==> src/tcel_defines.svh <==
`ifndef TCEL_DEFINES_SVH
`define TCEL_DEFINES_SVH
// ----------------------------------------
// register byte offsets
// ----------------------------------------
`define TCEL_CTRLB_CLR_OFS 8'h04
`define TCEL_CTRLB_SET_OFS 8'h05
`define TCEL_CTRLC_OFS 8'h06
`define TCEL_EVENT_CONTROL_REG_OFS 8'h07
`define TCEL_INTEN_CLR_OFS 8'h0c
`define TCEL_INTEN_SET_OFS 8'h0d
`define TCEL_IRQ_FLAG_REG_OFS 8'h0e
`define TCEL_STATUS_OFS 8'h0f
`define TCEL_COUNT_OFS 8'h10
`define TCEL_PER_OFS 8'h14
`define TCEL_CC0_OFS 8'h18
`define TCEL_CC1_OFS 8'h1c
`define TCEL_CMD_OFS 8'h20
// ----------------------------------------
// field positions
// ----------------------------------------
`define TCEL_CTRLB_DIR_BIT 0
`define TCEL_CTRLB_SINGLE_RUN_BIT_BIT 2
`define TCEL_CTRLC_CAPTURE_CHANNEL_ENABLE_LSB 4
`define TCEL_EV_ACT_LSB 0
`define TCEL_EV_INV_BIT 4
`define TCEL_EV_EVENT_INPUT_ENABLE_BIT 5
`define TCEL_EV_OVFEO_BIT 8
`define TCEL_EV_MCEO_LSB 12
`define TCEL_IF_OVF_BIT 0
`define TCEL_IF_ERR_BIT 1
`define TCEL_IF_SYNC_BIT 3
`define TCEL_IF_MC_LSB 4
`define TCEL_ST_STOP_BIT 3
`define TCEL_CMD_RETRIG_BIT 0
`define TCEL_CMD_SYNC_BIT 1
// ----------------------------------------
// reset values
// ----------------------------------------
`define TCEL_COUNT_RST 16'h0000
`define TCEL_PER_RST 16'hffff
`define TCEL_FLAGS_RST 8'h00
`endif

==> src/tcel_pkg.sv <==
package tcel_pkg;
  typedef enum logic [2:0] {
    TCEL_EV_OFF,
    TCEL_EV_RETRIGGER,
    TCEL_EV_COUNT,
    TCEL_EV_START,
    TCEL_EV_PPW,
    TCEL_EV_PWP,
    TCEL_EV_RSVD6,
    TCEL_EV_RSVD7
  } tcel_event_action_select_e;
  typedef logic [15:0] tcel_cnt_t;
endpackage

==> src/tcel_timer_capture_event_logic.sv <==
`timescale 1ns/1ps
`include "tcel_defines.svh"
module tcel_timer_capture_event_logic
  import tcel_pkg::*;
(
  input wire logic CLK_SYS,
  input wire logic RST_N,
  input wire logic PSEL,
  input wire logic PENABLE,
  input wire logic PWRITE,
  input wire logic [7:0] PADDR,
  input wire logic [31:0] PWDATA,
  output logic [31:0] PRDATA,
  output logic PREADY,
  output logic PSLVERR,
  input wire logic EV_IN,
  input wire logic [1:0] PIN_CAPT,
  output logic [1:0] WAVEFORM_OUTPUT,
  output logic DMA_OVF_REQ,
  output logic [1:0] DMA_MC_REQ,
  output logic IRQ,
  output logic EV_OVF_OUT,
  output logic [1:0] EV_MC_OUT
);
  // ----------------------------------------
  // registers
  // ----------------------------------------
  logic dir_r;
  logic single_run_bit_r;
  logic [1:0] capture_channel_enable_r;
  logic [15:0] event_control_reg_r;
  logic [7:0] irq_en_r;
  logic [7:0] irq_flag_reg_r;
  logic stop_r;
  tcel_cnt_t count_r;
  tcel_cnt_t per_r;
  tcel_cnt_t per_buf_r;
  tcel_cnt_t cc_r [2];
  tcel_cnt_t cc_buf_r [2];
  logic [1:0] cc_buf_v_r;
  logic per_buf_v_r;
  logic ev_in_d_r;
  logic [1:0] wo_r;
  logic dma_ovf_r;
  logic [1:0] dma_mc_r;
  logic ev_ovf_r;
  logic [1:0] ev_mc_r;
  logic sync_rdy_r;
  logic [31:0] prdata_r;

  // ----------------------------------------
  // decode
  // ----------------------------------------
  tcel_event_action_select_e event_action_select;
  logic wr, rd, ev_en, inv, two_edge, ev_lvl, ev_rise, ev_fall, restart_edge;
  logic fab_ev, retrig_cmd, ovf, start_cond, count_step;
  logic [1:0] cap_ev, cap_ok, cap_err, cmp_match, cc_read;
  logic [7:0] wmask;
  assign wr = PSEL && PENABLE && PWRITE;
  assign rd = PSEL && PENABLE && !PWRITE;
  assign PREADY = 1'b1;
  assign PSLVERR = 1'b0;
  assign PRDATA = prdata_r;
  assign event_action_select = tcel_event_action_select_e'(event_control_reg_r[`TCEL_EV_ACT_LSB +: 3]);
  assign ev_en = event_control_reg_r[`TCEL_EV_EVENT_INPUT_ENABLE_BIT];
  assign inv = event_control_reg_r[`TCEL_EV_INV_BIT];
  assign two_edge = (event_action_select == TCEL_EV_PPW) || (event_action_select == TCEL_EV_PWP);
  assign ev_lvl = EV_IN && ev_en;
  assign ev_rise = ev_lvl && !ev_in_d_r;
  assign ev_fall = !ev_lvl && ev_in_d_r && ev_en;
  // invert picks which edge restarts the counter
  assign restart_edge = inv ? ev_fall : ev_rise;
  assign fab_ev = ev_rise && !two_edge;
  assign retrig_cmd = wr && PADDR == `TCEL_CMD_OFS && PWDATA[`TCEL_CMD_RETRIG_BIT];
  assign count_step = (event_action_select == TCEL_EV_COUNT) ? fab_ev : 1'b1;
  assign ovf = !stop_r && count_step &&
               (dir_r ? (count_r == 16'h0000) : (count_r == per_r));
  assign start_cond = retrig_cmd ||
                      (fab_ev && (event_action_select == TCEL_EV_RETRIGGER || event_action_select == TCEL_EV_START));
  assign wmask = PWDATA[7:0];

  // ----------------------------------------
  // per-channel capture and compare
  // ----------------------------------------
  genvar g;
  generate
    for (g = 0; g < 2; g++) begin : g_ch
      logic te;
      // period lands where restart edge is; width on the opposite edge
      assign te = ((event_action_select == TCEL_EV_PWP) == (g == 1)) ? restart_edge
                                                      : ((ev_rise || ev_fall) && !restart_edge);
      assign cap_ev[g] = capture_channel_enable_r[g] &&
                         (two_edge ? te : (ev_rise || (PIN_CAPT[g] && ev_en)));
      assign cap_err[g] = cap_ev[g] && irq_flag_reg_r[`TCEL_IF_MC_LSB + g];
      assign cap_ok[g] = cap_ev[g] && !irq_flag_reg_r[`TCEL_IF_MC_LSB + g];
      assign cmp_match[g] = !capture_channel_enable_r[g] && !stop_r && count_r == cc_r[g];
      assign cc_read[g] = rd && PADDR == (`TCEL_CC0_OFS + 8'(4 * g));
      always_ff @(posedge CLK_SYS) begin
        if (!RST_N) begin
          cc_r[g] <= `TCEL_COUNT_RST;
          cc_buf_r[g] <= `TCEL_COUNT_RST;
          cc_buf_v_r[g] <= 1'b0;
        end else begin
          if (cap_ok[g]) begin
            cc_r[g] <= count_r;
          end else if (ovf && cc_buf_v_r[g]) begin
            cc_r[g] <= cc_buf_r[g];
          end
          if (wr && PADDR == (`TCEL_CC0_OFS + 8'(4 * g))) begin
            cc_buf_r[g] <= PWDATA[15:0];
            cc_buf_v_r[g] <= 1'b1;
          end else if (ovf) begin
            cc_buf_v_r[g] <= 1'b0;
          end
        end
      end
      always_ff @(posedge CLK_SYS) begin
        if (!RST_N) begin
          dma_mc_r[g] <= 1'b0;
        end else if (capture_channel_enable_r[g]) begin
          // held until value is read; new data wins over the read
          dma_mc_r[g] <= cap_ok[g] || (dma_mc_r[g] && !cc_read[g]);
        end else begin
          dma_mc_r[g] <= cmp_match[g];
        end
      end
      always_ff @(posedge CLK_SYS) begin
        if (!RST_N) begin
          ev_mc_r[g] <= 1'b0;
          wo_r[g] <= 1'b0;
        end else begin
          ev_mc_r[g] <= (cap_ok[g] || cmp_match[g]) &&
                        event_control_reg_r[`TCEL_EV_MCEO_LSB + g];
          if (ovf && single_run_bit_r) begin
            wo_r[g] <= 1'b0;
          end else if (cmp_match[g]) begin
            wo_r[g] <= !wo_r[g];
          end
        end
      end
    end
  endgenerate

  // ----------------------------------------
  // counter and single run
  // ----------------------------------------
  always_ff @(posedge CLK_SYS) begin
    if (!RST_N) begin
      count_r <= `TCEL_COUNT_RST;
      per_r <= `TCEL_PER_RST;
      per_buf_r <= `TCEL_PER_RST;
      per_buf_v_r <= 1'b0;
      ev_in_d_r <= 1'b0;
    end else begin
      ev_in_d_r <= ev_lvl;
      if (wr && PADDR == `TCEL_COUNT_OFS) begin
        count_r <= PWDATA[15:0];
      end else if (two_edge && restart_edge) begin
        count_r <= dir_r ? per_r : 16'h0000;
      end else if (start_cond && !stop_r && event_action_select != TCEL_EV_START) begin
        count_r <= dir_r ? per_r : 16'h0000;
      end else if (ovf) begin
        count_r <= dir_r ? (per_buf_v_r ? per_buf_r : per_r) : 16'h0000;
      end else if (!stop_r && count_step) begin
        count_r <= dir_r ? count_r - 16'h0001 : count_r + 16'h0001;
      end
      if (ovf && per_buf_v_r) begin
        per_r <= per_buf_r;
      end
      if (wr && PADDR == `TCEL_PER_OFS) begin
        per_buf_r <= PWDATA[15:0];
        per_buf_v_r <= 1'b1;
      end else if (ovf) begin
        per_buf_v_r <= 1'b0;
      end
    end
  end

  always_ff @(posedge CLK_SYS) begin
    if (!RST_N) begin
      dir_r <= 1'b0;
      single_run_bit_r <= 1'b0;
      stop_r <= 1'b0;
    end else begin
      if (wr && PADDR == `TCEL_CTRLB_SET_OFS) begin
        dir_r <= dir_r | PWDATA[`TCEL_CTRLB_DIR_BIT];
        single_run_bit_r <= single_run_bit_r | PWDATA[`TCEL_CTRLB_SINGLE_RUN_BIT_BIT];
      end else if (wr && PADDR == `TCEL_CTRLB_CLR_OFS) begin
        dir_r <= dir_r & !PWDATA[`TCEL_CTRLB_DIR_BIT];
        single_run_bit_r <= single_run_bit_r & !PWDATA[`TCEL_CTRLB_SINGLE_RUN_BIT_BIT];
      end
      if (start_cond) begin
        stop_r <= 1'b0;
      end else if (ovf && single_run_bit_r) begin
        stop_r <= 1'b1;
      end
    end
  end

  // ----------------------------------------
  // control, flags and enables
  // ----------------------------------------
  always_ff @(posedge CLK_SYS) begin
    if (!RST_N) begin
      capture_channel_enable_r <= 2'b00;
      event_control_reg_r <= 16'h0000;
      sync_rdy_r <= 1'b0;
    end else begin
      if (wr && PADDR == `TCEL_CTRLC_OFS) begin
        capture_channel_enable_r <= PWDATA[`TCEL_CTRLC_CAPTURE_CHANNEL_ENABLE_LSB +: 2];
      end
      if (wr && PADDR == `TCEL_EVENT_CONTROL_REG_OFS) begin
        event_control_reg_r <= PWDATA[15:0];
      end
      sync_rdy_r <= wr && PADDR == `TCEL_CMD_OFS && PWDATA[`TCEL_CMD_SYNC_BIT];
    end
  end

  always_ff @(posedge CLK_SYS) begin
    if (!RST_N) begin
      irq_en_r <= `TCEL_FLAGS_RST;
    end else if (wr && PADDR == `TCEL_INTEN_SET_OFS) begin
      irq_en_r <= irq_en_r | wmask;
    end else if (wr && PADDR == `TCEL_INTEN_CLR_OFS) begin
      irq_en_r <= irq_en_r & ~wmask;
    end
  end

  logic [7:0] set_v, clr_v;
  always_comb begin
    set_v = 8'h00;
    set_v[`TCEL_IF_OVF_BIT] = ovf;
    set_v[`TCEL_IF_ERR_BIT] = |cap_err;
    set_v[`TCEL_IF_SYNC_BIT] = sync_rdy_r;
    set_v[`TCEL_IF_MC_LSB +: 2] = cap_ok | cmp_match;
    clr_v = (wr && PADDR == `TCEL_IRQ_FLAG_REG_OFS) ? wmask : 8'h00;
    // reading a channel value also clears its flag so the next capture lands
    clr_v[`TCEL_IF_MC_LSB +: 2] = clr_v[`TCEL_IF_MC_LSB +: 2] | cc_read;
  end

  always_ff @(posedge CLK_SYS) begin
    if (!RST_N) begin
      irq_flag_reg_r <= `TCEL_FLAGS_RST;
    end else begin
      irq_flag_reg_r <= (irq_flag_reg_r & ~clr_v) | set_v;
    end
  end

  assign IRQ = |(irq_flag_reg_r & irq_en_r);

  // ----------------------------------------
  // requests and events
  // ----------------------------------------
  always_ff @(posedge CLK_SYS) begin
    if (!RST_N) begin
      dma_ovf_r <= 1'b0;
      ev_ovf_r <= 1'b0;
    end else begin
      dma_ovf_r <= ovf;
      ev_ovf_r <= ovf && event_control_reg_r[`TCEL_EV_OVFEO_BIT];
    end
  end
  assign DMA_OVF_REQ = dma_ovf_r;
  assign DMA_MC_REQ = dma_mc_r;
  assign EV_OVF_OUT = ev_ovf_r;
  assign EV_MC_OUT = ev_mc_r;
  assign WAVEFORM_OUTPUT = wo_r;

  // ----------------------------------------
  // read mux
  // ----------------------------------------
  always_ff @(posedge CLK_SYS) begin
    if (!RST_N) begin
      prdata_r <= 32'h00000000;
    end else if (PSEL && !PENABLE && !PWRITE) begin
      unique case (PADDR)
        `TCEL_CTRLB_SET_OFS, `TCEL_CTRLB_CLR_OFS: prdata_r <=
          32'(single_run_bit_r) << `TCEL_CTRLB_SINGLE_RUN_BIT_BIT | 32'(dir_r);
        `TCEL_CTRLC_OFS: prdata_r <= 32'(capture_channel_enable_r) << `TCEL_CTRLC_CAPTURE_CHANNEL_ENABLE_LSB;
        `TCEL_EVENT_CONTROL_REG_OFS: prdata_r <= 32'(event_control_reg_r);
        `TCEL_INTEN_SET_OFS, `TCEL_INTEN_CLR_OFS: prdata_r <= 32'(irq_en_r);
        `TCEL_IRQ_FLAG_REG_OFS: prdata_r <= 32'(irq_flag_reg_r);
        `TCEL_STATUS_OFS: prdata_r <= 32'(stop_r) << `TCEL_ST_STOP_BIT;
        `TCEL_COUNT_OFS: prdata_r <= 32'(count_r);
        `TCEL_PER_OFS: prdata_r <= 32'(per_r);
        `TCEL_CC0_OFS: prdata_r <= 32'(cc_r[0]);
        `TCEL_CC1_OFS: prdata_r <= 32'(cc_r[1]);
        default: prdata_r <= 32'h00000000;
      endcase
    end
  end
endmodule

==> config.mk <==
export PLATFORM = sky130hd
export DESIGN_NAME = tcel_timer_capture_event_logic
export DESIGN_NICKNAME = d
export VERILOG_FILES = /design/src/tcel_pkg.sv /design/src/tcel_timer_capture_event_logic.sv
export VERILOG_INCLUDE_DIRS = /design/src
export SDC_FILE = /design/constraint.sdc
export NUM_CORES = 1
export LEC_CHECK = 0
export BUFFER_PORTS_ARGS = -buffer_cell sky130_fd_sc_hd__buf_2
export CAP_MARGIN = 15
export CELL_PAD_IN_SITES_DETAIL_PLACEMENT = 2
export CELL_PAD_IN_SITES_GLOBAL_PLACEMENT = 2
export CORE_MARGIN = 3
export CORE_UTILIZATION = 40
export DETAILED_ROUTE_END_ITERATION = 6
export MAX_ROUTING_LAYER = met4
export PLACE_DENSITY_LB_ADDON = 0.1
export SLEW_MARGIN = 10
export SYNTH_ARGS = -nofsm -noshare
export SYNTH_HDL_FRONTEND = slang
export SYNTH_SLANG_ARGS = --single-unit
==> constraint.sdc <==
create_clock -name CLK_SYS -period 5.2 [get_ports CLK_SYS]
set_clock_uncertainty 0.1 [all_clocks]
set_input_delay 0.26 -clock CLK_SYS [delete_from_list [all_inputs] [get_ports CLK_SYS]]
set_output_delay 0.26 -clock CLK_SYS [all_outputs]
set_load 0.1 [all_outputs]
==> metrics.csv, run 1 <==
metric;value;unit
status;finished, final reports clean;
initial antenna violation count;1;
main flop type after synthesis;dfxtp_1;
largest net degree at the start of global routing;56;
synth unique cells;77;
Synth Instances;1056;
P_leak;0.00408;uW
worst vdd ir;0.223;mV
post-synthesis mux area share;0.0578;
Crit path arrival time;4050;ps
Layout Utilization;0.450;
fmax;259;MHz
Worst R2R Path Depth;8;
clock latency on the worst-skew pair;440;ps
combinational share of power;0.073;
CTS resizes;0;
Adder-Cell Fraction of Synth Area;0.0201;
Max FO, Critical Path;20;
Initial DRC Count;890;
Reg-to-Reg Start;count_r[14]$_SDFFE_PN0P_;
synthesized area;0.00969;mm^2
Final Critical Period;3870;ps
Hold Path Stages;4;
Post-synth EDFFs;64;
Syn. warnings;0;
sequential power share;0.492;
critical path data required time;5380;ps
H-tree levels;4;
CTS tree;yes;
critical path class;flop to flop;
worst slew pin tran;1110;ps
most area-hungry cell type in the Yosys netlist;dfxtp_1;
Psw;824;uW
r2r setup slk;1330;ps
Net Sw Frac;0.274;
Post-Synth Simple-Gate Area;0.199;
multi-input logic area;0.00501;mm^2
Final #Nets;1127;
drt pass-1 iters;5;
flops & latches, synth;178;
FILL cells;2590;
vias in the first global route;8988;
Critical Path Start;count_r[14]$_SDFFE_PN0P_;
Non-Filler Instances;1397;
worst reg2reg path endpoint;per_r[1]$_SDFFE_PN1P_;
Critical Path Sink;per_r[1]$_SDFFE_PN1P_;
starting density of the core;0.410;
Synth top cells by count;nand2_1, dfxtp_1, a21oi_1, edfxtp_1, nor2_1;
XOR/XNOR Fraction of Synth Area;0.0551;
Power Internal;2190;uW
gr ovfl total;0;
I/O pin total;91;
ANT nets after route;0;
Die Ht;162;um
DIE WIDTH;162;um
# rows;56;
Hold Violations, Final;0;
worst slack at placement;1440;ps
register area share after synthesis;0.434;
total wire length;37700;um
largest family of logic cells by synthesized area;simple AND/OR/NAND/NOR gates;
Num CTS Buffers;17;
MaxCap Viol Count;0;
dpl cells;1364;
first-pass GRT wire length;57500;um
Via-to-Cell Ratio;6.15;
Synth area leaders;dfxtp_1, edfxtp_1, nand2_1, mux2i_1, a21oi_1;
Post-CTS Setup Repair Bufs;0;
total track usage;0.300;
clock-pin slew on the worst setup and hold paths;70;ps
asr flop ratio synth;0;
crit end category;flop;
min-delay worst type;input port to flop;
Setup Viol. Count Final;0;
worst relative slew slack;0.258;
clock buffer depth;2;
total die area;0.0261;mm^2
post-synthesis compound-gate area fraction;0.178;
post-route setup slack;1330;ps
Vias;8590;
CTS root buffer;clkbuf_16;
setup TNS;0;ps
I/O Buffers;56;
WL/cell;27.0;um
Min Hold Slack;10.5;ps
Storage cell area;0.00420;mm^2
placer's final routability congestion estimate;0.842;
Area growth syn-to-layout;9.73;%
Avg Inst Size Synth;9.18;um^2
# hold bufs at CTS;0;
unrepaired setup endpoints after global routing;false;
fin crit share;0.744;
Power Dens Cells;283;mW/mm^2
Synth top area share;0.236;
dpl hpwl;26300;um
most frequent cell after synthesis;nand2_1;
clock share of power;0.436;
residual DRC count;0;
element type at the critical path start;flop;
layout cells sized above 1;0.123;
Core ar.;0.0236;mm^2
# clock sinks;178;
Slew Limit Fails;0;
[through the flow]
stage | area, um^2 | power, uW
after floorplan | 9750 | 1660
after global placement | 10100 | 1720
after detailed placement | 10100 | 1730
after CTS | 10600 | 3030
after global routing | 10600 | 3100
final | 10600 | 3010
[layout by cell type, fill, tap and decap left out, types with 4 or more instances in the layout]
cell type	n
o31ai_1	9
ha_1	14
a21oi_1	64
and2_1	35
mux4_2	7
buf_2	56
nor2_1	59
and3_1	13
edfxtp_1	64
mux2i_1	38
nor3_1	11
o221ai_1	5
nand2_1	166
inv_1	7
a22oi_1	19
a22o_1	32
nand2b_1	5
a21o_1	8
a2bb2oi_1	8
nor4_1	6
xnor2_1	35
dfxtp_1	114
or3_1	4
nand3b_1	6
nand4_1	13
inv_8	4
o21bai_1	4
o22ai_1	9
clkbuf_16	17
a222oi_1	11
or4_1	5
o21ai_0	36
nand3_1	46
a211oi_1	4
a31oi_1	5
buf_4	18
o211ai_1	4
conb_1	18
xor2_1	26
nor2b_1	6
[cell families (layout without fill, tap and decap cells)]
group | after synthesis | in the layout
DFF | 178 | 178
xor gates and xnor gates | 61 | 61
other | 2 | 19
and+or+nand+nor | 397 | 397
adders and majority gates | 15 | 15
muxes | 47 | 47
AOI/OAI and AO/OA | 247 | 247
buffers and inverters | 109 | 114
[state kept, by name, indices dropped and copies added, names as in the netlist, 2 cells and up, named ones only]
register	flops
per_buf_r	16
cc_buf_v_r	2
per_r	16
event_control_reg_r	16
cc_buf_r	32
capture_channel_enable_r	2
PRDATA	16
count_r	16
WAVEFORM_OUTPUT	2
cc_r	32
DMA_MC_REQ	2
irq_flag_reg_r	8
EV_MC_OUT	2
[worst min path at each step]
stage          slack [ps]                           end                  start
2_1_floorplan         250  irq_flag_reg_r[7]$_SDFF_PN0_              PWDATA[7]
3_3_place_gp          320  irq_flag_reg_r[3]$_SDFF_PN0_  sync_rdy_r$_SDFF_PN0_
3_5_place_dp          340  irq_flag_reg_r[3]$_SDFF_PN0_  sync_rdy_r$_SDFF_PN0_
4_1_cts                 2         sync_rdy_r$_SDFF_PN0_               PADDR[7]
5_1_grt                50         sync_rdy_r$_SDFF_PN0_               PADDR[7]
6_report               10         sync_rdy_r$_SDFF_PN0_               PADDR[7]
[worst max-delay path, cell delays in order, from the launching register on]
cell	delay, ps
dfxtp_1	530
or4_1	580
nor2_1	160
nand4_2	510
o21ai_2	540
buf_4	380
nand2_1	520
nand2_1	260
nand3_1	90
[per-layer routing]
metal,up-vias,global-route usage,wire length [um],share of wire
li1,3807,-,-,-
met1,4401,0.397,16300,0.43
met2,316,0.479,18000,0.48
met3,66,0.0533,2550,0.067
met4,0,0.0787,919,0.024
met5,-,-,0,0
[final cells by class]
type                            instances  area share
Timing Repair Buffer                   74      0.0391
Multi-Input combinational cell        785       0.471
Tap cell                              319      0.0375
Clock inverter                         14      0.0134
Antenna cell                            1    0.000235
Sequential cell                       178       0.395
Inverter                                8     0.00282
Clock buffer                           18      0.0404
[power groups by stage]
| stage | logic [uW] | registers, uW | clock network, uW |
|---|---|---|---|
| after floorplan | 155 | 1500 | 0 |
| after global placement | 213 | 1510 | 0 |
| after detailed placement | 216 | 1510 | 0 |
| after CTS | 219 | 1480 | 1330 |
| after global routing | 231 | 1480 | 1390 |
| final | 219 | 1480 | 1310 |
Power figures use the tool's default switching activity.
==> run 2, diff against run 1 <==
ABC_AREA = 1   (was not set)
CORE_UTILIZATION = 35   (was 40)
clock period = 3.8 ns   (was 5.2 ns; I/O delays follow)
==> metrics.csv, run 2 <==
metric;value;unit;change
status;finished, final reports clean;;
synthesized area;0.0101;mm^2;+4.0%
total power;4240;uW;+41%
# clock sinks;178;;unchanged
Max FO, Critical Path;31;;+55%
Worst R2R Path Depth;13;;+5
Syn. warnings;0;;unchanged
total die area;0.0309;mm^2;+18%
Post-synth EDFFs;64;;unchanged
multi-input logic area;0.00487;mm^2;-2.9%
worst vdd ir;0.310;mV;+39%
# rows;61;;+8.9%
dpl cells;1795;;+32%
Crit path arrival time;3120;ps;-930 ps
commonest non-fill, non-tap cell in the layout;nand2_1;;
P_leak;0.00514;uW;+26%
Storage cell area;0.00421;mm^2;about the same
WL/cell;22.1;um;-18%
Max stage delay on crit path;530;ps;-50 ps
Worst Hold End;per_buf_r[11]$_SDFFE_PN1P_;;
critical path data required time;4050;ps;-1330 ps
worst reg2reg path endpoint;cc_r[1][4]$_SDFFCE_PN0P_;;
Hold Violations, Final;0;;unchanged
worst relative slew slack;0.400;;+0.141
Power Dens Cells;366;mW/mm^2;+29%
Vias;10066;;+17%
Buf/Inv on CP;6;;+5
most frequent cells in the layout;nand2_1, inv_1, dfxtp_1;;
Setup Viol. Count Final;0;;unchanged
Synth top area share;0.227;;-0.00898
Via-to-Cell Ratio;5.45;;-11%
total track usage;0.275;;-0.0248
Slew Limit Fails;0;;unchanged
Num CTS Buffers;17;;unchanged
Min Hold Slack;33.0;ps;+22.4 ps
min-delay worst type;input port to flop;;
Final #Nets;1518;;+35%
I/O pin total;91;;unchanged
setup TNS;0;ps;unchanged
fin crit share;0.756;;
starting density of the core;0.359;;-0.0517
ANT nets after route;0;;unchanged
critical path's top delay family;buffers and inverters;;
DIE WIDTH;176;um;+8.7%
flops & latches, synth;178;;unchanged
dpl hpwl;30200;um;+15%
Post-CTS Setup Repair Bufs;0;;unchanged
main flop type after synthesis;dfxtp_1;;
CP dominant cell by count;nand2_1;;
crit end category;flop;;
Hold Path Stages;3;;-1
asr flop ratio synth;0;;unchanged
Synth area leaders;dfxtp_1, edfxtp_1, nand2_1, inv_1, a21oi_1;;
largest net degree at the start of global routing;51;;-8.9%
residual DRC count;0;;unchanged
layout cells sized above 1;0.114;;-0.00880
drt pass-1 iters;5;;unchanged
CTS root buffer;clkbuf_16;;
largest registers;cc_buf_r: 32 flops, cc_r: 32 flops;;
Reg-to-Reg Start;count_r[5]$_SDFFE_PN0P_;;
clock latency on the worst-skew pair;450;ps;about the same
first-pass GRT wire length;63500;um;+10%
element type at the critical path start;input port;;
Avg Inst Size Synth;7.26;um^2;-21%
ant diodes;0;;-1
placer's final routability congestion estimate;0.881;;+4.7%
Core ar.;0.0281;mm^2;+19%
register area share after synthesis;0.417;;-0.0165
Final Critical Period;2870;ps;
synth unique cells;49;;-36%
Initial DRC Count;697;;-22%
critical path class;input port to flop;;
total wire length;40900;um;+8.3%
most frequent cell after synthesis;nand2_1;;
r2r setup slk;930;ps;-410 ps
unrepaired setup endpoints after global routing;false;;
FILL cells;3321;;+28%
initial antenna violation count;0;;-1
Synth top cells by count;nand2_1, inv_1, dfxtp_1;;
gr ovfl total;0;;unchanged
clock-pin slew on the worst setup and hold paths;90;ps;+20 ps
CP max stage cell;dlygate4sd3_1;;
I/O Buffers;56;;unchanged
Non-Filler Instances;1846;;+32%
most area-hungry cell type in the Yosys netlist;dfxtp_1;;
Hold Startpoint;PWDATA[11];;
worst slew pin tran;894;ps;-215 ps
H-tree levels;4;;unchanged
clock buffer depth;2;;unchanged
CTS tree;yes;;
Synth Instances;1387;;+31%
Die Ht;176;um;+8.7%
worst-path cell chain;dlygate4sd3_1, buf_2, nor2_1, nand2_1, nor2_1, nand3_1, nand2_1, nand2_1, nand2_1, buf_4, inv_1, buf_4, nand3_1, buf_4, o21ai_0, a21oi_1, nor2_1;;
MaxCap Viol Count;0;;unchanged
Area growth syn-to-layout;15.0;%;
fmax;348;MHz;
vias in the first global route;10694;;+19%
[run 2: cell count changes after synthesis, sizes merged, moves of 23 or more]
cell / before / now
mux2i: 38 / 0
o21ai: 40 / 105
a22o: 32 / 3
a21oi: 64 / 87
o211ai: 4 / 45
nor2: 59 / 108
nand2: 166 / 396
and2: 37 / 0
inv: 7 / 175
[run 2: per-stage QoR]
| step | instance area [um^2] | utilization | setup slack (ps) |
|---|---|---|---|
| floorplan | 10100 | - | 1210 |
| global placement | 10800 | 0.383 | 1080 |
| detailed placement | 10800 | 0.383 | 997 |
| CTS | 11600 | 0.411 | 918 |
| global route | 11600 | 0.412 | 593 |
| finish | 11600 | 0.412 | 927 |
[run 2: timing repair]
| item | in CTS | in global routing |
|---|---|---|
| hold buffers | 18 | 0 |
| endpoints found under the hold margin | 21 | 0 |
| gates resized for setup | 0 | 0 |
[run 2: area by class of cell]
| type | instances | share of cell area |
|---|---|---|
| multi-input combinational | 970 | 0.420 |
| tap | 378 | 0.0408 |
| inverter | 176 | 0.0570 |
| sequential | 178 | 0.363 |
| timing repair buffer | 112 | 0.0661 |
| clock buffer | 19 | 0.0401 |
| clock inverter | 13 | 0.0127 |
[run 2: report_power, final]
part	internal, uW	switching (uW)	total [uW]
Combinational	67.3	249	317
Clock	999	905	1900
Sequential	2000	16.6	2020
Total	3070	1170	4240
[run 2: worst max-delay path by stage]
stage	cells after the start	from	to
finish	17	PADDR[0]	count_r[10]$_SDFFE_PN0P_
global route	18	PADDR[0]	count_r[11]$_SDFFE_PN0P_
CTS	13	count_r[5]$_SDFFE_PN0P_	cc_r[1][4]$_SDFFCE_PN0P_
detailed placement	16	PADDR[1]	count_r[10]$_SDFFE_PN0P_
global placement	16	PADDR[1]	count_r[10]$_SDFFE_PN0P_
floorplan	8	flop	cc_r[1][0]$_SDFFCE_PN0P_
[run 2: cell families (layout without fill, tap and decap cells)]
kind of cell | count (synthesis) | in the layout | share of synthesized area
AND/OR/NAND/NOR | 607 | 607 | 0.249
AO/OA/AOI/OAI | 306 | 306 | 0.186
buffers and inverters | 255 | 320 | 0.106
flip-flops | 178 | 178 | 0.417
XOR/XNOR | 24 | 24 | 0.0209
adder cells (fa/ha/maj) | 15 | 15 | 0.0194
other | 2 | 18 | 0.000745
[run 2: layer usage]
metal  GRT usage  wire (um)  vias up
li1            -          -     4701
met1       0.355      18400     5114
met2       0.459      20100      207
met3      0.0318       1470       44
met4      0.0752        903        0
met5           -          0        -
[run 2: tightest hold or removal path, stage by stage]
cell and delay [ps]:
buf_2 130, inv_1 100, o211ai_1 110
